$ cat src/rcr_pkg.sv
// shared constants, enumerations and carrier structs of the remote command interpreter
package rcr_pkg;

	// reply buffer size in bytes: error prefix, up to three digits, then cr lf
	localparam int REPLY_BYTES = 10;

	// characters the parser and the reply builder use
	localparam logic [7:0] CH_STAR = 8'h2a;
	localparam logic [7:0] CH_QMARK = 8'h3f;
	localparam logic [7:0] CH_SPACE = 8'h20;
	localparam logic [7:0] CH_EQUAL = 8'h3d;
	localparam logic [7:0] CH_CR = 8'h0d;
	localparam logic [7:0] CH_LF = 8'h0a;
	localparam logic [7:0] CH_ZERO = 8'h30;
	localparam logic [7:0] CH_NINE = 8'h39;
	localparam logic [7:0] CH_ONE = 8'h31;
	localparam logic [7:0] CH_FAULT = 8'h45;
	localparam logic [7:0] CH_READY = 8'h52;
	localparam logic [7:0] CH_NOTREADY = 8'h4e;
	localparam logic [7:0] CH_BLANK = 8'h20;
	localparam logic [15:0] TXT_OK = 16'h4f4b;
	localparam logic [39:0] TXT_ERR = 40'h4552522320;

	// command names, right justified ascii
	localparam logic [47:0] NM_CLEAR = 48'h000000434c53;
	localparam logic [47:0] NM_EVENT_ENABLE = 48'h000000455345;
	localparam logic [47:0] NM_EVENT_STATUS = 48'h000000455352;
	localparam logic [47:0] NM_OP_COMPLETE = 48'h0000004f5043;
	localparam logic [47:0] NM_FACTORY = 48'h000000525354;
	localparam logic [47:0] NM_SELFTEST = 48'h000000545354;
	localparam logic [47:0] NM_IDENT = 48'h00000049444e;
	localparam logic [47:0] NM_OPTIONS = 48'h0000004f5054;
	localparam logic [47:0] NM_SERVICE = 48'h000000535245;
	localparam logic [47:0] NM_STATBYTE = 48'h000000535442;
	localparam logic [47:0] NM_PRESSURE_READY = 48'h000000005052;
	localparam logic [47:0] NM_MASS_FAULT = 48'h414d48455252;

	// error reply numbers
	localparam logic [7:0] ERR_NONE = 8'h00;
	localparam logic [7:0] ERR_ARG_FIRST = 8'h01;
	localparam logic [7:0] ERR_UNKNOWN = 8'h09;
	localparam logic [7:0] ERR_NO_ARG = 8'h0b;
	localparam logic [7:0] ERR_NOT_YET = 8'h12;
	localparam logic [7:0] ERR_INT_TIMEOUT = 8'h1b;
	localparam logic [7:0] ERR_EXT_TIMEOUT = 8'h1c;

	// event status layout and reset values
	localparam int ESR_OPC_BIT = 0;
	localparam int ESR_QYE_BIT = 2;
	localparam int ESR_PON_BIT = 7;
	localparam logic [7:0] ESR_RESET = 8'h80;
	localparam logic [7:0] ESE_RESET = 8'h00;
	localparam logic [7:0] ARG_MAX = 8'hff;
	localparam logic [3:0] DEC_BASE = 4'ha;

	typedef enum logic [1:0] {PH_RECV, PH_EXEC, PH_SEND} rcr_phase_type;
	typedef enum logic [2:0] {CM_CLEAR, CM_EVENT_ENABLE, CM_EVENT_STATUS, CM_OP_COMPLETE,
		CM_NOT_YET, CM_PRESSURE_READY, CM_MASS_FAULT, CM_UNKNOWN} rcr_cmd_type;

	// one received character and the port it came through
	typedef struct packed {
		logic valid;
		logic fromBus;
		logic [7:0] data;
	} rcr_rx_type;

	// one reply character toward the host
	typedef struct packed {
		logic valid;
		logic [7:0] data;
	} rcr_tx_type;

	// status structures seen by the rest of the instrument
	typedef struct packed {
		logic srq;
		logic faultPending;
		logic [7:0] eventStatus;
		logic [7:0] eventEnable;
		logic [7:0] lastError;
	} rcr_status_type;

endpackage

$ cat src/rcr_command_interp.sv
// text command interpreter with status structures and error replies
//
// Function
// every received command gets a reply, valid or not; the code sends none for error-free non-query common commands from the bus
// bad commands answer with the error prefix and a decimal error number
// 0 success, 1..8 bad numbered argument, 9 unknown, 11 missing argument
// 18 recognised but unavailable, 27 internal timeout, 28 external timeout
// mass handler fault puts E in third reply character; fault kept for query
// an asterisk opens every common command
// name immediately followed by question mark is a query
// common commands separate arguments with a space, not equals sign
// on the instrument bus only common queries are answered; the code answers every bus command except error-free non-query common ones
// on the primary serial port non-query common commands answer OK
// common and status commands work on both ports
// clear zeroes status, event register, error queue, fault, pending completion
// event enable set takes one decimal mask 0 to 255
// event enable query returns the mask in decimal
// only enabled event bits feed the summary bit and service request
// power-on bit weighs 128, query error bit weighs 4
// with several bad arguments the lowest numbered one is reported
// event status query returns decimal contents then clears the register
`timescale 1ns/1ps
module rcr_command_interp #(
	parameter int NAME_BYTES = 8
) (
	// clock and reset
	input wire logic clk_sys,
	input wire logic reset,
	// characters from the host, either port
	input rcr_pkg::rcr_rx_type rx,
	output logic rxReady,
	// reply characters to the host
	output rcr_pkg::rcr_tx_type tx,
	input wire logic txReady,
	// instrument side events and conditions
	input wire logic [7:0] eventSet,
	input wire logic pressureReady,
	input wire logic massFault,
	input wire logic [7:0] massFaultCode,
	input wire logic intTimeout,
	input wire logic extTimeout,
	// status structures
	output rcr_pkg::rcr_status_type status
);
	import rcr_pkg::*;

	localparam int NB = NAME_BYTES * 8;
	localparam int RB = REPLY_BYTES * 8;

	// the longest command name must fit the buffer
	if (NAME_BYTES < 6 || NAME_BYTES > 15) begin : g_check
		$error("NAME_BYTES must be 6 to 15");
	end

	typedef struct packed {
		rcr_phase_type state;
		logic [NB-1:0] nameBuf;
		logic [3:0] nameLen;
		logic isCommon;
		logic isQuery;
		logic inArg;
		logic argSeen;
		logic argBad;
		logic [7:0] argVal;
		logic nameBad;
		logic fromBus;
		logic [7:0] ese;
		logic [7:0] esr;
		logic esb;
		logic opcPending;
		logic faultValid;
		logic [7:0] faultCode;
		logic [7:0] lastErr;
		logic [RB-1:0] replyBuf;
		logic [3:0] replyLen;
	} rcr_state_type;

	localparam rcr_state_type ST_RESET = '{state: PH_RECV, esr: ESR_RESET, ese: ESE_RESET, default: '0};

	rcr_state_type cur;
	rcr_state_type nxt;
	rcr_cmd_type cmd;
	logic [7:0] errCode;
	logic silent;
	logic [7:0] decVal;
	logic [23:0] decDigits;
	logic [1:0] decCount;
	logic [9:0] argWide;

	// map a received name to a command
	function automatic rcr_cmd_type decodeCmd(input logic common, input logic [NB-1:0] name);
		rcr_cmd_type c;
		c = CM_UNKNOWN;
		if (common) begin
			if (name == NB'(NM_CLEAR)) c = CM_CLEAR;
			else if (name == NB'(NM_EVENT_ENABLE)) c = CM_EVENT_ENABLE;
			else if (name == NB'(NM_EVENT_STATUS)) c = CM_EVENT_STATUS;
			else if (name == NB'(NM_OP_COMPLETE)) c = CM_OP_COMPLETE;
			else if (name == NB'(NM_FACTORY) || name == NB'(NM_SELFTEST) || name == NB'(NM_IDENT) ||
				name == NB'(NM_OPTIONS) || name == NB'(NM_SERVICE) || name == NB'(NM_STATBYTE)) c = CM_NOT_YET;
		end else begin
			if (name == NB'(NM_PRESSURE_READY)) c = CM_PRESSURE_READY;
			else if (name == NB'(NM_MASS_FAULT)) c = CM_MASS_FAULT;
		end
		return c;
	endfunction

	// place up to five bytes, left justified, after the bytes already in the reply
	function automatic logic [RB-1:0] appendBytes(input logic [RB-1:0] buf_, input logic [3:0] len,
		input logic [39:0] bytes);
		logic [RB-1:0] wide;
		wide = {bytes, (RB - 40)'(0)};
		return buf_ | (wide >> (32'(len) * 8));
	endfunction

	rcr_dec_ascii u_dec (
		.value(decVal),
		.digits(decDigits),
		.count(decCount)
	);

	// decode and validate the finished command; the first fault found wins
	always_comb begin
		cmd = decodeCmd(cur.isCommon, cur.nameBuf);
		errCode = ERR_NONE;
		if (cur.nameBad) begin
			errCode = ERR_UNKNOWN;
		end else begin
			case (cmd)
				CM_CLEAR: begin
					if (cur.isQuery) errCode = ERR_UNKNOWN;
				end
				CM_EVENT_ENABLE: begin
					// the single argument is argument one, so it is also the lowest bad one
					if (!cur.isQuery && cur.argBad) errCode = ERR_ARG_FIRST;
					else if (!cur.isQuery && !cur.argSeen) errCode = ERR_NO_ARG;
				end
				CM_EVENT_STATUS: begin
					if (!cur.isQuery) errCode = ERR_UNKNOWN;
				end
				CM_OP_COMPLETE: errCode = ERR_NONE;
				CM_NOT_YET: errCode = ERR_NOT_YET;
				CM_PRESSURE_READY: begin
					if (intTimeout) errCode = ERR_INT_TIMEOUT;
				end
				CM_MASS_FAULT: begin
					if (extTimeout) errCode = ERR_EXT_TIMEOUT;
				end
				default: errCode = ERR_UNKNOWN;
			endcase
		end
		// the bus answers common commands only in query form; errors still answer
		silent = cur.isCommon && !cur.isQuery && cur.fromBus && errCode == ERR_NONE;
		if (errCode != ERR_NONE) decVal = errCode;
		else if (cmd == CM_EVENT_ENABLE) decVal = cur.ese;
		else if (cmd == CM_EVENT_STATUS) decVal = cur.esr;
		else decVal = cur.faultCode;
	end

	// parser, executer and reply shifter
	always_comb begin
		nxt = cur;
		argWide = 10'(cur.argVal) * 10'(DEC_BASE) + 10'(rx.data - CH_ZERO);
		case (cur.state)
			PH_RECV: begin
				if (rx.valid) begin
					nxt.fromBus = rx.fromBus;
					if (rx.data == CH_CR || rx.data == CH_LF) begin
						// an empty line, such as lf after cr, is not a command
						if (cur.nameLen != 4'h0 || cur.isCommon) nxt.state = PH_EXEC;
					end else if (cur.inArg) begin
						if (rx.data >= CH_ZERO && rx.data <= CH_NINE) begin
							nxt.argSeen = 1'b1;
							if (argWide > 10'(ARG_MAX)) nxt.argBad = 1'b1;
							else nxt.argVal = argWide[7:0];
						end else begin
							nxt.argBad = 1'b1;
						end
					end else if (rx.data == CH_STAR && cur.nameLen == 4'h0 && !cur.isCommon) begin
						nxt.isCommon = 1'b1;
					end else if (rx.data == CH_QMARK && cur.nameLen != 4'h0 && !cur.isQuery) begin
						nxt.isQuery = 1'b1;
					end else if ((rx.data == CH_SPACE && cur.isCommon) || (rx.data == CH_EQUAL && !cur.isCommon)) begin
						nxt.inArg = 1'b1;
						if (cur.isQuery) nxt.nameBad = 1'b1;
					end else if (rx.data == CH_SPACE || rx.data == CH_EQUAL || rx.data == CH_QMARK ||
						cur.isQuery || 32'(cur.nameLen) == NAME_BYTES) begin
						// wrong separator, text after the query mark, or an overlong name
						nxt.nameBad = 1'b1;
					end else begin
						nxt.nameBuf = {cur.nameBuf[NB-9:0], rx.data};
						nxt.nameLen = cur.nameLen + 4'h1;
					end
				end
			end
			PH_EXEC: begin
				nxt.replyBuf = '0;
				nxt.replyLen = 4'h0;
				if (errCode != ERR_NONE) begin
					nxt.replyBuf = appendBytes('0, 4'h0, TXT_ERR);
					nxt.replyBuf = appendBytes(nxt.replyBuf, 4'h5, {decDigits, 16'h0000});
					nxt.replyLen = 4'h5 + 4'(decCount);
					nxt.lastErr = errCode;
					if (cur.isQuery) nxt.esr[ESR_QYE_BIT] = 1'b1;
				end else begin
					case (cmd)
						CM_CLEAR: begin
							nxt.esr = '0;
							nxt.opcPending = 1'b0;
							nxt.faultValid = 1'b0;
							nxt.faultCode = '0;
							nxt.lastErr = ERR_NONE;
						end
						CM_EVENT_ENABLE: begin
							if (!cur.isQuery) nxt.ese = cur.argVal;
						end
						CM_EVENT_STATUS: nxt.esr = '0;
						CM_OP_COMPLETE: begin
							// commands never overlap, so completion is reported a cycle later
							if (!cur.isQuery) nxt.opcPending = 1'b1;
						end
						default: nxt.esr = cur.esr;
					endcase
					if (cmd == CM_PRESSURE_READY) begin
						nxt.replyBuf = appendBytes('0, 4'h0, {pressureReady ? CH_READY : CH_NOTREADY, CH_BLANK,
							cur.faultValid ? CH_FAULT : CH_BLANK, 16'h0000});
						nxt.replyLen = 4'h3;
					end else if (cur.isCommon && !cur.isQuery) begin
						nxt.replyBuf = appendBytes('0, 4'h0, {TXT_OK, 24'h000000});
						nxt.replyLen = 4'h2;
					end else if (cmd == CM_OP_COMPLETE) begin
						nxt.replyBuf = appendBytes('0, 4'h0, {CH_ONE, 32'h00000000});
						nxt.replyLen = 4'h1;
					end else begin
						// enable mask, event status or stored fault code in decimal
						nxt.replyBuf = appendBytes('0, 4'h0, {decDigits, 16'h0000});
						nxt.replyLen = 4'(decCount);
					end
				end
				nxt.replyBuf = appendBytes(nxt.replyBuf, nxt.replyLen, {CH_CR, CH_LF, 24'h000000});
				nxt.replyLen = nxt.replyLen + 4'h2;
				nxt.state = silent ? PH_RECV : PH_SEND;
				nxt.nameBuf = '0;
				nxt.nameLen = 4'h0;
				nxt.isCommon = 1'b0;
				nxt.isQuery = 1'b0;
				nxt.inArg = 1'b0;
				nxt.argSeen = 1'b0;
				nxt.argBad = 1'b0;
				nxt.argVal = '0;
				nxt.nameBad = 1'b0;
			end
			PH_SEND: begin
				if (txReady) begin
					nxt.replyBuf = {cur.replyBuf[RB-9:0], 8'h00};
					nxt.replyLen = cur.replyLen - 4'h1;
					if (cur.replyLen == 4'h1) nxt.state = PH_RECV;
				end
			end
			default: nxt.state = PH_RECV;
		endcase
		// pending completion resolves once no command is executing
		if (cur.opcPending && cur.state != PH_EXEC) begin
			nxt.opcPending = 1'b0;
			nxt.esr[ESR_OPC_BIT] = 1'b1;
		end
		// events and faults land after any clear so a simultaneous set is never lost
		nxt.esr = nxt.esr | eventSet;
		if (massFault) begin
			nxt.faultValid = 1'b1;
			nxt.faultCode = massFaultCode;
		end
		nxt.esb = |(nxt.esr & nxt.ese);
	end

	// state register; power-on bit is set by reset
	always_ff @(posedge clk_sys or posedge reset) begin
		if (reset) begin
			cur <= ST_RESET;
		end else begin
			cur <= nxt;
		end
	end

	// outputs
	assign rxReady = cur.state == PH_RECV;
	assign tx = '{valid: cur.state == PH_SEND, data: cur.replyBuf[RB-1:RB-8]};
	assign status = '{srq: cur.esb, faultPending: cur.faultValid, eventStatus: cur.esr,
		eventEnable: cur.ese, lastError: cur.lastErr};

	logic execNow;
	assign execNow = cur.state == PH_EXEC;
endmodule

$ cat src/rcr_dec_ascii.sv
// binary byte to left-justified decimal ascii digits
`timescale 1ns/1ps
module rcr_dec_ascii (
	// value in
	input wire logic [7:0] value,
	// digits out, most significant first, and their count
	output logic [23:0] digits,
	output logic [1:0] count
);
	import rcr_pkg::*;

	logic [3:0] hundreds;
	logic [3:0] tens;
	logic [3:0] ones;

	// split into decimal places; leading zeros are dropped
	always_comb begin
		hundreds = 4'(value / 8'd100);
		tens = 4'((value / 8'(DEC_BASE)) % 8'(DEC_BASE));
		ones = 4'(value % 8'(DEC_BASE));
		if (hundreds != 4'h0) begin
			digits = {CH_ZERO | 8'(hundreds), CH_ZERO | 8'(tens), CH_ZERO | 8'(ones)};
			count = 2'h3;
		end else if (tens != 4'h0) begin
			digits = {CH_ZERO | 8'(tens), CH_ZERO | 8'(ones), 8'h00};
			count = 2'h2;
		end else begin
			digits = {CH_ZERO | 8'(ones), 16'h0000};
			count = 2'h1;
		end
	end

endmodule

$ cat config.mk
export PLATFORM = sky130hd
export DESIGN_NAME = rcr_command_interp
export DESIGN_NICKNAME = d
export VERILOG_FILES = /design/src/rcr_pkg.sv /design/src/rcr_command_interp.sv /design/src/rcr_dec_ascii.sv
export SDC_FILE = /design/constraint.sdc
export NUM_CORES = 1
export LEC_CHECK = 0
export BUFFER_PORTS_ARGS = -buffer_cell sky130_fd_sc_hd__clkbuf_2
export CORE_MARGIN = 2
export CORE_UTILIZATION = 30
export DETAILED_ROUTE_END_ITERATION = 6
export PLACE_DENSITY_LB_ADDON = 0.2
export SYNTH_ARGS = -nofsm -noshare
export SYNTH_HDL_FRONTEND = slang
export SYNTH_SLANG_ARGS = --single-unit
$ cat constraint.sdc
create_clock -name clk_sys -period 6.5 [get_ports clk_sys]
set_clock_uncertainty 0.1 [all_clocks]
set_input_delay 0.65 -clock clk_sys [delete_from_list [all_inputs] [get_ports clk_sys]]
set_output_delay 0.65 -clock clk_sys [all_outputs]
set_load 0.03 [all_outputs]
# Word-level counts from Yosys, hierarchy flattened
# Index checks and enable logic that the tools add are counted.
classes:
  n_addsub: 6
  n_mul: 1
  n_div: 4
  n_lt_le_gt_ge: 3
  n_eq_ne: 52
  n_shift: 1
  mux: 79
  bitwise: 3
  reduce_logical: 58
op_table:
  columns: ["op", "n"]
  rows:
  - ["64-bit by 23-bit equality test with 1-bit output, second input constant", 10]
  - ["84-bit 2-to-1 mux", 4]
  - ["68-bit 2-to-1 mux", 4]
  - ["92-bit 2-to-1 mux", 2]
  - ["84-bit one-hot mux with 2 select lines", 1]
  - ["82-bit one-hot mux with 2 select lines", 1]
  - ["85-bit 2-to-1 mux", 1]
  - ["82-bit 2-to-1 mux", 1]
  - ["80-bit bitwise OR", 1]
  - ["76-bit by 7-bit right shift with 80-bit output, first input constant", 1]
  - ["8-bit 2-to-1 mux", 9]
  - ["71-bit 2-to-1 mux", 1]
  - ["64-bit by 15-bit equality test with 1-bit output, second input constant", 1]
  - ["64-bit by 47-bit equality test with 1-bit output, second input constant", 1]
  - ["8-bit one-hot mux with 7 select lines", 1]
  - ["20-bit 2-to-1 mux", 2]
  - ["8-bit by 6-bit equality test with 1-bit output, second input constant", 4]
  - ["2-bit 2-to-1 mux", 11]
  - ["10-bit 2-to-1 mux", 2]
  - ["2-bit by 1-bit != test with 1-bit output, second input constant", 10]
  - ["5-bit AND reduction", 4]
  - ["1-bit 2-to-1 mux", 19]
  - ["18-bit 2-to-1 mux", 1]
  - ["2-bit != test, second input constant", 9]
  - ["54 further kinds", 106]
totals:
  register_bits: 204
  latchBits: 0
  mem_bits_rw: 0
  romBits: 0
  output_inout_bits: 36
  n_memories: 0

# Depth between registers and ports, before layout
# Gate-level depths: netlist of run 1.
depth:
  ltp_word: 30
  ltp_mapped: 35
  depth_no_buf: 31

# Cells and area by module
# From an unflattened synthesis of run 1, not the netlist that was laid out.
hier_totals:
  cells_unflattened: 1494
  hier_area_um2: 12527.0
modules_own_cells:
  columns: ["mod", "instances", "cells_each", "area_per_inst_um2"]
  rows:
  - ["rcr_command_interp", 1, 1295, 11167.0]
  - ["rcr_dec_ascii", 1, 199, 1360.1]

# Worst setup path after synthesis of run 1
# OpenSTA, ideal clock, no wires.
synth_timing:
  kind: "reg-to-reg"
  startpoint: "register cur[142] (netlist bit)"
  endpoint: "register cur[69] (netlist bit)"
  arrival_time_ns: 6.720
  path_slack_ns: -0.439
  stages_incl_launch_ff: 33
  cell_sequence: "dfrtp_1 nor4b_4 nand4b_1 a2111oi_2 a311oi_2 nand2b_4 and4_1 a211o_1 buf_2 nor3_2 o2111ai_1 a221oi_2 inv_1 ha_1 and3_1 a31oi_1 xnor2_1 inv_1 ha_1 inv_1 or4_1 nand4_1 a31o_2 and2_1 buf_2 o21ai_1 a22o_1 ha_1 nor2_1 nand3_1 nor2_1 a31oi_1 o21a_1"
synth_via:
  elab_chain_len: 30
  word_cells_on_any_way: 57
synth_lines:
  columns: ["element", "line_no", "source"]
  rows:
  - ["start: declaration", "rcr_command_interp.sv:80", "rcr_state_type cur;"]
  - ["start signal: assignment", "rcr_command_interp.sv:281", "cur <= nxt;"]
  - ["64-bit by 23-bit equality test with 1-bit output", "rcr_command_interp.sv:99", "else if (name == NB'(NM_FACTORY) || name == NB'(NM_SELFTEST) || name == NB'(NM_IDENT) ||"]
  - ["1-bit logical OR (3 in a row)", "rcr_command_interp.sv:99", null]
  - ["1-bit logical OR (2 in a row)", "rcr_command_interp.sv:100", "name == NB'(NM_OPTIONS) || name == NB'(NM_SERVICE) || name == NB'(NM_STATBYTE)) c = CM_NOT_YET;"]
  - ["2-bit 2-to-1 mux", "rcr_command_interp.sv:99", null]
  - ["3-bit 2-to-1 mux", "rcr_command_interp.sv:98", "else if (name == NB'(NM_OP_COMPLETE)) c = CM_OP_COMPLETE;"]
  - ["3-bit 2-to-1 mux", "rcr_command_interp.sv:97", "else if (name == NB'(NM_EVENT_STATUS)) c = CM_EVENT_STATUS;"]
  - ["3-bit 2-to-1 mux", "rcr_command_interp.sv:96", "else if (name == NB'(NM_EVENT_ENABLE)) c = CM_EVENT_ENABLE;"]
  - ["3-bit 2-to-1 mux", "rcr_command_interp.sv:95", "if (name == NB'(NM_CLEAR)) c = CM_CLEAR;"]
  - ["3-bit 2-to-1 mux *", "rcr_command_interp.sv:94", "if (common) begin"]
  - ["branches (longest 13 deep; another with 8-bit by 4-bit divider with 8-bit output)", null, null]
  - ["92-bit 2-to-1 mux *", "rcr_command_interp.sv:199", "if (errCode != ERR_NONE) begin"]
  - ["92-bit 2-to-1 mux *", "rcr_command_interp.sv:164", "case (cur.state)"]
  - ["76-bit by 7-bit right shift with 80-bit output", "rcr_command_interp.sv:113", "return buf_ | (wide >> (32'(len) * 8));"]
  - ["80-bit bitwise OR *", "rcr_command_interp.sv:113", null]
  - ["84-bit one-hot mux with 2 select lines *", "rcr_command_interp.sv:164", null]
# Every way passes the cells marked *. The select of a mux whose other input is x is not followed.
# A chain may end at the register's enable or synchronous reset.

# Final worst setup path of run 1
layout_timing:
  startpoint: "register cur[139] (netlist bit)"
  endpoint: "register cur[29] (netlist bit)"
# The elaborated chain is that of the path after synthesis.

==> run_results.csv, run 1 <==
group,metric,value,unit
outcome,outcome,"finished, violations left",
outcome,failed_checks,"setup timing",
sta,hold_ws,212,ps
die,die_width,210,µm
clock_network,cts.sinks,173,
place,hpwlAfterDp,35800,µm
cells_and_area,nNetsFinal,1975,
die,io_pins,69,
grt,grt_max_degree,100,
worst_setup_path,crit_required,6770,ps
worst_setup_path,cpPeakStageDelay,500,ps
sta,final_max_slew_viol_count,0,
route,firstDrtPassIters,5,
grt,grt_pass1_vias,13400,
sta,finalHoldViolCount,0,
die,die_h,210,µm
route,remaining_drc_errors,0,
cells_and_area,multi_input_area,0.00854,mm²
worst_setup_path,critical_path_class,"flip-flop to flip-flop",
sta,setup_viol,29,
grt,grt_pass1_wl,76800,µm
synth,yosysUniqueCellTypes,117,
sta,clock.fmax,0.148,GHz
die,dieArea,0.0439,mm²
synth,ys_warn_count,0,
clock_network,cts_hold_buf,0,
worst_setup_path,cpMostUsedCell,"buf_4",
clock_network,clk_latency,480,ps
cells_and_area,fin_util,0.422,
place,io_buffers,64,
synth,avgSynthCellArea,8.22,µm²
worst_setup_path,worstPathArrival,7040,ps
synth,ys_seq_area_frac,0.342,
synth,synth_ff_type,"dfrtp_1",
cells_and_area,final_cell_mix,"373 x buf_4, 253 x nand2_1, 165 x dfrtp_1",
route,finalWirelength,48300,µm
pwr,seq_power_share,0.310,
sta,grt_setup_unrepaired,"true",
synth,netlist_instances,1543,
route,post_drt_wl_per_cell,19.6,µm
sta,fin_ws,-269,ps
flow_run,max-cap-violations,0,
place,gp_congestion,0.985,
clock_network,clock_path_buffers,2,
synth,synth_edf_count,0,
clock_network,clkTransAtPathRegs,70,ps
route,drt-initial-drc-count,989,
cells_and_area,antennaDiodeCount,0,
synth,ys_seq_elements,173,
die,start_util,0.303,
synth,async_flop_share,1.00,
clock_network,numCtsBuffers,17,
clock_network,cts_tree,"built",
die,coreArea,0.0419,mm²
synth,syn_area,0.0127,mm²
cells_and_area,nFillCells,4261,
pwr,power_per_cell_area,294,mW/mm²
route,via_per_inst,5.40,
cells_and_area,area.growth.synth_to_final,39.3,%
pwr,sw_frac_of_total,0.416,
grt,antenna_found_initial,0,
pwr,max-vdd-ir-drop,0.000250,V
route,vias,13300,
pwr,p_int,3.04,mW
clock_network,cts_htree_levels,4,
die,rows,75,
grt,grt_usage,0.224,
worst_setup_path,critPathSlowestCell,"or4_1",
pwr,switching_power,2.16,mW
worst_setup_path,path_max_fanout,7,
min_path,hp-class,"input pin to asynchronous set/reset pin",
grt,overflow,0,
pwr,comb_power_share,0.497,
cells_and_area,final_common_cell,"buf_4",
clock_network,cts_root_buffer,"clkbuf_16",
cells_and_area,ff_latch_area,0.00434,mm²
sta,max_slew_margin,0.342,
pwr,clockPowerShare,0.193,
sta,worst_pin_slew,987,ps
worst_setup_path,endpoint_kind,"flip-flop",
pwr,leakage,7.96,nW
worst_setup_path,startpoint_type,"flip-flop",
sta,finalCritPeriodShare,1.04,
route,ant_nets,0,
sta,timing.final.crit_period,6770,ps
cells_and_area,drive_above_1_share,0.359,
power groups by stage:
| stage | Combinational, mW | Clock, mW | Sequential, mW |
|---|---|---|---|
| 6_report | 2.58 | 1.01 | 1.61 |
| 5_1_grt | 2.84 | 1.08 | 1.66 |
| 4_1_cts | 2.53 | 1.04 | 1.61 |
| 3_5_place_dp | 2.36 | 0 | 1.63 |
| 3_3_place_gp | 2.34 | 0 | 1.62 |
| 2_1_floorplan | 1.47 | 0 | 1.52 |
cells by family after synthesis:
family | share of synthesized area
muxes | 0.0171
DFF | 0.342
buffers and inverters | 0.0609
other | 0.000296
AOI/OAI and AO/OA | 0.237
xor gates and xnor gates | 0.0165
and+or+nand+nor | 0.289
adders and majority gates | 0.0377
state kept, by name, indices dropped and copies added (netlist names):
name	flops
status	23
cur	143
tx	7
layer usage:
metal,GRT usage,up-vias,wire length (µm)
met5,0,-,0
met4,0.0712,0,955
met3,0.0408,61,2420
met2,0.349,347,21800
met1,0.315,6501,23100
li1,-,6350,-
per-stage QoR:
| stage | instances | cell area, µm² | setup TNS (ps) | total power [mW] | setup slack [ps] |
|---|---|---|---|---|---|
| detailed placement | 2361 | 15800 | -11910 | 3.99 | -583 |
| CTS | 2439 | 17200 | -3180 | 5.19 | -189 |
| global placement | 2361 | 15800 | -10110 | 3.96 | -558 |
| floorplan | 1546 | 12900 | -3150 | 2.99 | -228 |
| finish | 2457 | 17700 | -4660 | 5.20 | -269 |
| global route | 2457 | 17700 | -13180 | 5.57 | -553 |
path summary, 6_finish.rpt:
| kind | start | endpoint | slack, ps | depth (start not counted) |
|---|---|---|---|---|
| setup / recovery | cur[139] | cur[29] | -270 | 35 |
| hold / removal | reset | cur[73] | 210 | 2 |
| setup reg to reg | cur[139] | cur[29] | -270 | 35 |
| hold reg to reg | cur[48] | cur[56] | 380 | 2 |
| max in group asynchronous | reset | cur[138] | 4530 | 3 |
| min in group clk_sys | eventSet[5] | status[21] | 270 | 2 |
cell usage after synthesis (7+ instances only):
cell	instances	share of area
a21o_1	23	0.014
a21oi_1	89	0.035
a22o_1	13	0.0090
a22oi_1	15	0.0089
a31oi_1	14	0.0069
and2_1	16	0.0079
and3_1	15	0.0074
buf_2	20	0.0079
buf_4	38	0.023
clkbuf_1	54	0.016
dfrtp_1	172	0.34
ha_1	35	0.035
inv_1	39	0.012
mux2_2	12	0.011
mux2i_1	7	0.0055
nand2_1	259	0.077
nand2b_1	15	0.0074
nand3_1	107	0.042
nand3b_1	7	0.0041
nand4_1	16	0.0079
nor2_1	115	0.034
nor2b_1	13	0.0064
nor3_1	37	0.015
nor3b_1	7	0.0041
nor4_1	21	0.010
o211ai_1	11	0.0065
o21a_1	16	0.0095
o21ai_0	84	0.033
o21ai_1	12	0.0047
o21bai_1	7	0.0041
o22ai_1	10	0.0049
o31ai_1	12	0.0071
o32ai_1	7	0.0048
or3_1	11	0.0054
xnor2_1	16	0.011
worst max-delay path, delay by kind of cell, from the launching register on:
kind                     cells  cell delay [ps]
flip-flops                   1              420
buffers and inverters       12             1520
XOR/XNOR                     1              200
adder cells (fa/ha/maj)      2              450
AND/OR/NAND/NOR              9             1890
AO/OA/AOI/OAI               11             2130
layout make-up:
| type | count | area share |
|---|---|---|
| Multi-Input combinational cell | 1216 | 0.484 |
| Sequential cell | 173 | 0.246 |
| Timing Repair Buffer | 456 | 0.191 |
| Tap cell | 539 | 0.0382 |
| Clock buffer | 17 | 0.0241 |
| Inverter | 41 | 0.00943 |
| Clock inverter | 15 | 0.00716 |
timing repair:
item | in CTS | in global routing
endpoints found under the setup margin | 29 | 34
setup buffers | 45 | 21
pin swaps | 67 | 42
gates resized for setup | 106 | 58
cloned | 2 | 0
(Power assumes the default switching activity.)
==> inputs of run 2 (changes only) <==
--- a/config.mk
+++ b/config.mk
@@ -15 +15,2 @@
 export SYNTH_SLANG_ARGS = --single-unit
+export TNS_END_PERCENT = 100
==> constraint.sdc (replaced) <==
create_clock -name clk_sys -period 6.5 [get_ports clk_sys]
set_clock_uncertainty 0.1 [all_clocks]
set_input_delay 0.325 -clock clk_sys [delete_from_list [all_inputs] [get_ports clk_sys]]
set_output_delay 0.325 -clock clk_sys [all_outputs]
set_load 0.03 [all_outputs]
==> run 2 against run 1 <==
Net effect:
- the run still ends with setup timing left
- via count grew 1.3%
- sequential cell count did not move
- non-clock buffer count increased by 1
- worst hold slack lost 180 ps
- register-to-register slack lost 40 ps
- combinational power shrank 3%
- utilization grew 0.10 points
- cell area is 0.25% higher
- first-iteration DRC count increased by 12%
- worst setup slack worse by 40 ps
- critical path depth decreased by 4
- largest cell class unchanged
- largest power group unchanged
- highest routed layer is now met5
==> run_results.csv, run 2 (synthesis gave the netlist of run 1 again) <==
group,metric,value,unit
sta,finalHoldViolCount,0,
pwr,p_total,5.19,mW
outcome,failed_checks,"setup timing",
cells_and_area,largest-register,"cur",
grt,overflow,0,
worst_setup_path,rr_worst_depth,31,
cells_and_area,largest_register_ff_count,143,
grt,antenna_found_initial,1,
cells_and_area,drive_above_1_share,0.348,
sta,setup_viol,29,
pwr,max-vdd-ir-drop,0.000291,V
worst_setup_path,reg2reg_setup_slack,-310,ps
outcome,outcome,"finished, violations left",
route,post_drt_wl_per_cell,19.8,µm
clock_network,cts_tree,"built",
sta,final_max_slew_viol_count,0,
cells_and_area,antennaDiodeCount,0,
pwr,power_per_cell_area,293,mW/mm²
cells_and_area,nFillCells,4238,
min_path,hp-class,"input pin to flip-flop",
worst_setup_path,critical_path_class,"flip-flop to flip-flop",
worst_setup_path,rr_endpoint,"cur[69]",
flow_run,max-cap-violations,0,
die,coreArea,0.0419,mm²
worst_setup_path,cpPeakStageDelay,490,ps
grt,grt_max_degree,100,
cells_and_area,nNetsFinal,1975,
route,remaining_drc_errors,0,
worst_setup_path,r2r-start,"cur[185]",
clock_network,numCtsBuffers,17,
die,io_pins,69,
cells_and_area,final_common_cell,"buf_4",
grt,grt_usage,0.224,
grt,grt_pass1_wl,76500,µm
worst_setup_path,crit_required,6780,ps
worst_setup_path,worstPathArrival,7080,ps
route,firstDrtPassIters,6,
min_path,min_to,"cur[130]",
clock_network,clock_path_buffers,2,
grt,grt_pass1_vias,13300,
die,die_h,210,µm
route,finalWirelength,48500,µm
sta,grt_setup_unrepaired,"true",
sta,clock.fmax,0.147,GHz
worst_setup_path,critPathSlowestCell,"a221o_4",
sta,worst_pin_slew,1020,ps
route,via_per_inst,5.47,
place,hpwlAfterDp,35800,µm
cells_and_area,final_cell_mix,"356 x buf_4, 254 x nand2_1, 165 x dfrtp_1",
clock_network,cts_root_buffer,"clkbuf_16",
pwr,leakage,7.94,nW
place,io_buffers,64,
cells_and_area,area.growth.synth_to_final,39.6,%
min_path,holdCritStartpoint,"rx[9]",
sta,fin_ws,-308,ps
sta,max_slew_margin,0.317,
die,rows,75,
clock_network,cts_htree_levels,4,
die,dieArea,0.0439,mm²
clock_network,clkTransAtPathRegs,80,ps
die,die_width,210,µm
worst_setup_path,endpoint_kind,"flip-flop",
sta,timing.final.crit_period,6810,ps
worst_setup_path,path_max_fanout,7,
route,ant_nets,0,
worst_setup_path,startpoint_type,"flip-flop",
clock_network,cts.sinks,173,
route,drt-initial-drc-count,1111,
sta,finalCritPeriodShare,1.05,
place,gp_congestion,0.983,
clock_network,clk_latency,490,ps
sta,finalSetupTns,-5890,ps
min_path,whs_path_depth,3,
die,start_util,0.303,
place,pre_cts_ws,-610,ps
route,vias,13400,
-- run 2: timing repair --
action	4_1_cts	5_1_grt
buffers inserted	27	17
cloned	1	0
hold endpoints to repair	111	0
endpoints found under the setup margin	29	36
resized for setup	84	73
hold buffers	19	0
pin swaps	55	32
-- run 2: through the flow --
step                      hold WS, ps  cell area [µm²]   util  std cells
after global placement            356            15800  0.377       2362
final                            35.7            17700  0.423       2457
after CTS                        16.9            17200  0.411       2440
after detailed placement          362            15800  0.377       2362
after floorplan                   336            12900      -       1546
after global routing             19.5            17700  0.423       2457
-- run 2: worst max-delay path, delay by kind of cell, from the launching register on --
kind	cells	cell delay [ps]
compound gates	11	2610
xor+xnor	1	140
fa+ha+maj	3	650
buf+inv	6	650
flops	1	420
simple gates	10	2110
-- run 2: metal layers --
metal,vias up,global-route usage,share of wire
met5,-,0,0.00023
met4,2,0.0687,0.019
met3,68,0.0408,0.050
met2,386,0.348,0.45
met1,6626,0.316,0.48
li1,6352,-,-
-- run 2: report_power, final --
| part | total [mW] | switching, mW | internal, mW |
|---|---|---|---|
| combinational | 2.50 | 1.35 | 1.15 |
| sequential | 1.62 | 0.289 | 1.34 |
| clock | 1.07 | 0.494 | 0.574 |
| total | 5.19 | 2.13 | 3.06 |
-- run 2: final cells by class --
type / instances / area [µm²] / area share
inverters: 41 / 169 / 0.00954
clock buffers: 22 / 484 / 0.0274
well taps: 539 / 674 / 0.0381
multi-input cells: 1215 / 8490 / 0.480
flip-flops and latches: 173 / 4340 / 0.245
repair buffers: 457 / 3440 / 0.194
clock inverters: 10 / 106 / 0.00601
-- run 2: how the worst max path moves through the flow --
stage               slack, ps  startpoint       to
detailed placement       -610    cur[171]  cur[28]
finish                   -310    cur[185]  cur[69]
CTS                      -200    cur[196]  cur[69]
global route             -670    cur[185]  cur[69]
global placement         -560    cur[171]  cur[28]
floorplan                -230    cur[145]  cur[69]
==> inputs of run 3 (changes only) <==
PLACE_DENSITY_LB_ADDON = not set   (was 0.2)
==> run 3 against run 2 <==
Net effect:
- the flow still finishes with violations (setup timing)
- register-to-register slack worse by 140 ps
- worst hold slack worse by 24 ps
- worst setup slack worse by 140 ps
- count of clock-buffer cells in the layout is 3 lower
- via count hardly changed
- clock power is 5% higher
- die area stayed put
- cell area is 2.7% lower
- combinational power hardly changed
- non-clock buffer count is 35 lower
==> run_results.csv, run 3 (synthesis gave the netlist of run 1 again) <==
group,metric,value,unit
worst_setup_path,cpPeakStageDelay,520,ps
worst_setup_path,reg2reg_setup_slack,-450,ps
place,io_buffers,64,
route,finalWirelength,46500,µm
sta,setup_viol,29,
grt,grt_pass1_vias,13100,
pwr,p_int,3.11,mW
sta,worst_pin_slew,1130,ps
worst_setup_path,worstPathArrival,7220,ps
sta,timing.final.crit_period,6950,ps
place,placed_cell_area,0.0156,mm²
pwr,power_per_cell_area,304,mW/mm²
worst_setup_path,critPathSlowestCell,"dfrtp_1",
cells_and_area,fin_util,0.412,
clock_network,clk_latency,460,ps
route,via_per_inst,5.55,
worst_setup_path,rr_endpoint,"cur[47]",
clock_network,cts.sinks,173,
die,dieArea,0.0439,mm²
route,remaining_drc_errors,0,
die,start_util,0.303,
worst_setup_path,crit_required,6770,ps
grt,grt_max_degree,124,
worst_setup_path,cpLargestDelayFamily,"compound AO/OA/AOI/OAI gates",
outcome,failed_checks,"setup timing",
cells_and_area,largest-register,"cur",
cells_and_area,final_cell_mix,"332 x buf_4, 256 x nand2_1, 164 x dfrtp_1",
worst_setup_path,endpoint_kind,"flip-flop",
outcome,outcome,"finished, violations left",
die,rows,75,
place,numPlacedInstances,2341,
cells_and_area,largest_register_ff_count,143,
die,die_h,210,µm
cells_and_area,final_cells,2422,
pwr,comb_power_share,0.478,
route,vias,13400,
cells_and_area,area.growth.synth_to_final,35.9,%
route,firstDrtPassIters,5,
sta,max_slew_margin,0.243,
clock_network,cts_htree_levels,4,
pwr,seq_power_share,0.309,
worst_setup_path,path_max_fanout,8,
pwr,clockPowerShare,0.214,
route,drt-initial-drc-count,1182,
pwr,leakage,7.69,nW
die,coreArea,0.0419,mm²
route,ant_nets,0,
worst_setup_path,crit_buf_inv,6,
grt,antenna_found_initial,1,
clock_network,clock_path_buffers,2,
sta,finalHoldViolCount,0,
worst_setup_path,cpMostUsedCell,"buf_4",
sta,clock.fmax,0.144,GHz
route,post_drt_wl_per_cell,19.2,µm
sta,fin_ws,-450,ps
pwr,switching_power,2.13,mW
pwr,max-vdd-ir-drop,0.000345,V
place,hpwlAfterDp,34300,µm
cells_and_area,nNetsFinal,1939,
die,die_width,210,µm
worst_setup_path,startpoint_type,"flip-flop",
worst_setup_path,critical_path_class,"flip-flop to flip-flop",
min_path,holdCritStartpoint,"massFaultCode[4]",
pwr,sw_frac_of_total,0.407,
clock_network,numCtsBuffers,17,
sta,grt_setup_unrepaired,"true",
grt,overflow,0,
min_path,hp-class,"input pin to flip-flop",
clock_network,cts_root_buffer,"clkbuf_16",
grt,grt_usage,0.210,
sta,finalCritPeriodShare,1.07,
min_path,whs_path_depth,2,
cells_and_area,final_area,0.0172,mm²
cells_and_area,final_common_cell,"buf_4",
clock_network,cts_tree,"built",
cells_and_area,nFillCells,4300,
place,gp_congestion,1.01,
grt,grt_pass1_wl,73200,µm
worst_setup_path,r2r-start,"cur[140]",
min_path,min_to,"cur[96]",
die,io_pins,69,
clock_network,clkTransAtPathRegs,70,ps
sta,final_max_slew_viol_count,0,
flow_run,max-cap-violations,0,
worst_setup_path,rr_worst_depth,31,
cells_and_area,drive_above_1_share,0.332,
-- run 3: final cells by class --
cell class,instances,area (µm²),share of cell area
sequential,173,4340,0.252
timing repair buffer,422,3110,0.181
clock buffer,19,443,0.0257
antenna,1,2.50,0.000145
multi-input combinational,1214,8310,0.482
clock inverter,13,178,0.0103
tap,539,674,0.0392
inverter,41,164,0.00952
-- run 3: worst reg2reg max path, delay by kind of cell, from the launching register on --
kind | cells | cell delay, ps
fa+ha+maj | 2 | 590
xor+xnor | 1 | 160
compound gates | 15 | 3070
flops | 1 | 520
buf+inv | 6 | 730
simple gates | 7 | 1680
-- run 3: per-stage QoR --
stage | setup WS, ps | TNS, ps | total power, mW | hold WS (ps)
after floorplan | -228 | -3150 | 2.99 | 336
after global placement | -650 | -15280 | 3.91 | 354
after detailed placement | -707 | -16560 | 3.95 | 362
after CTS | -264 | -4870 | 5.16 | 3.01
after global routing | -657 | -16530 | 5.57 | 11.5
final | -450 | -9820 | 5.24 | 12.2
-- run 3: worst max-delay path by stage --
| stage | startpoint | to | slack [ps] | cells past startpoint |
|---|---|---|---|---|
| after floorplan | cur[145] | cur[69] | -230 | 32 |
| after global placement | cur[146] | cur[28] | -650 | 30 |
| after detailed placement | cur[146] | cur[47] | -710 | 32 |
| after CTS | cur[155] | cur[69] | -260 | 32 |
| after global routing | cur[140] | tx[0] | -660 | 30 |
| final | cur[140] | cur[47] | -450 | 31 |
-- run 3: routing by layer --
| metal | wire (µm) | share of wire | GRT usage | up-vias |
|---|---|---|---|---|
| met5 | 0 | 0 | 0 | - |
| met4 | 1020 | 0.022 | 0.0626 | 0 |
| met3 | 3420 | 0.073 | 0.0465 | 88 |
| met2 | 20700 | 0.44 | 0.326 | 515 |
| met1 | 21400 | 0.46 | 0.294 | 6561 |
| li1 | - | - | - | 6281 |
-- run 3: repair_timing --
| item | CTS | global route |
|---|---|---|
| endpoints found under the hold margin | 18 | 1 |
| pin swaps | 35 | 35 |
| hold buffers | 15 | 1 |
| setup endpoints to repair | 36 | 38 |
| resized for setup | 69 | 53 |
| setup buffers | 21 | 11 |
-- run 3: power by group through the flow --
stage	registers, mW	logic, mW	clock network, mW
2_1_floorplan	1.52	1.47	0
3_3_place_gp	1.62	2.29	0
3_5_place_dp	1.63	2.33	0
4_1_cts	1.61	2.42	1.14
5_1_grt	1.65	2.73	1.19
6_report	1.62	2.50	1.12
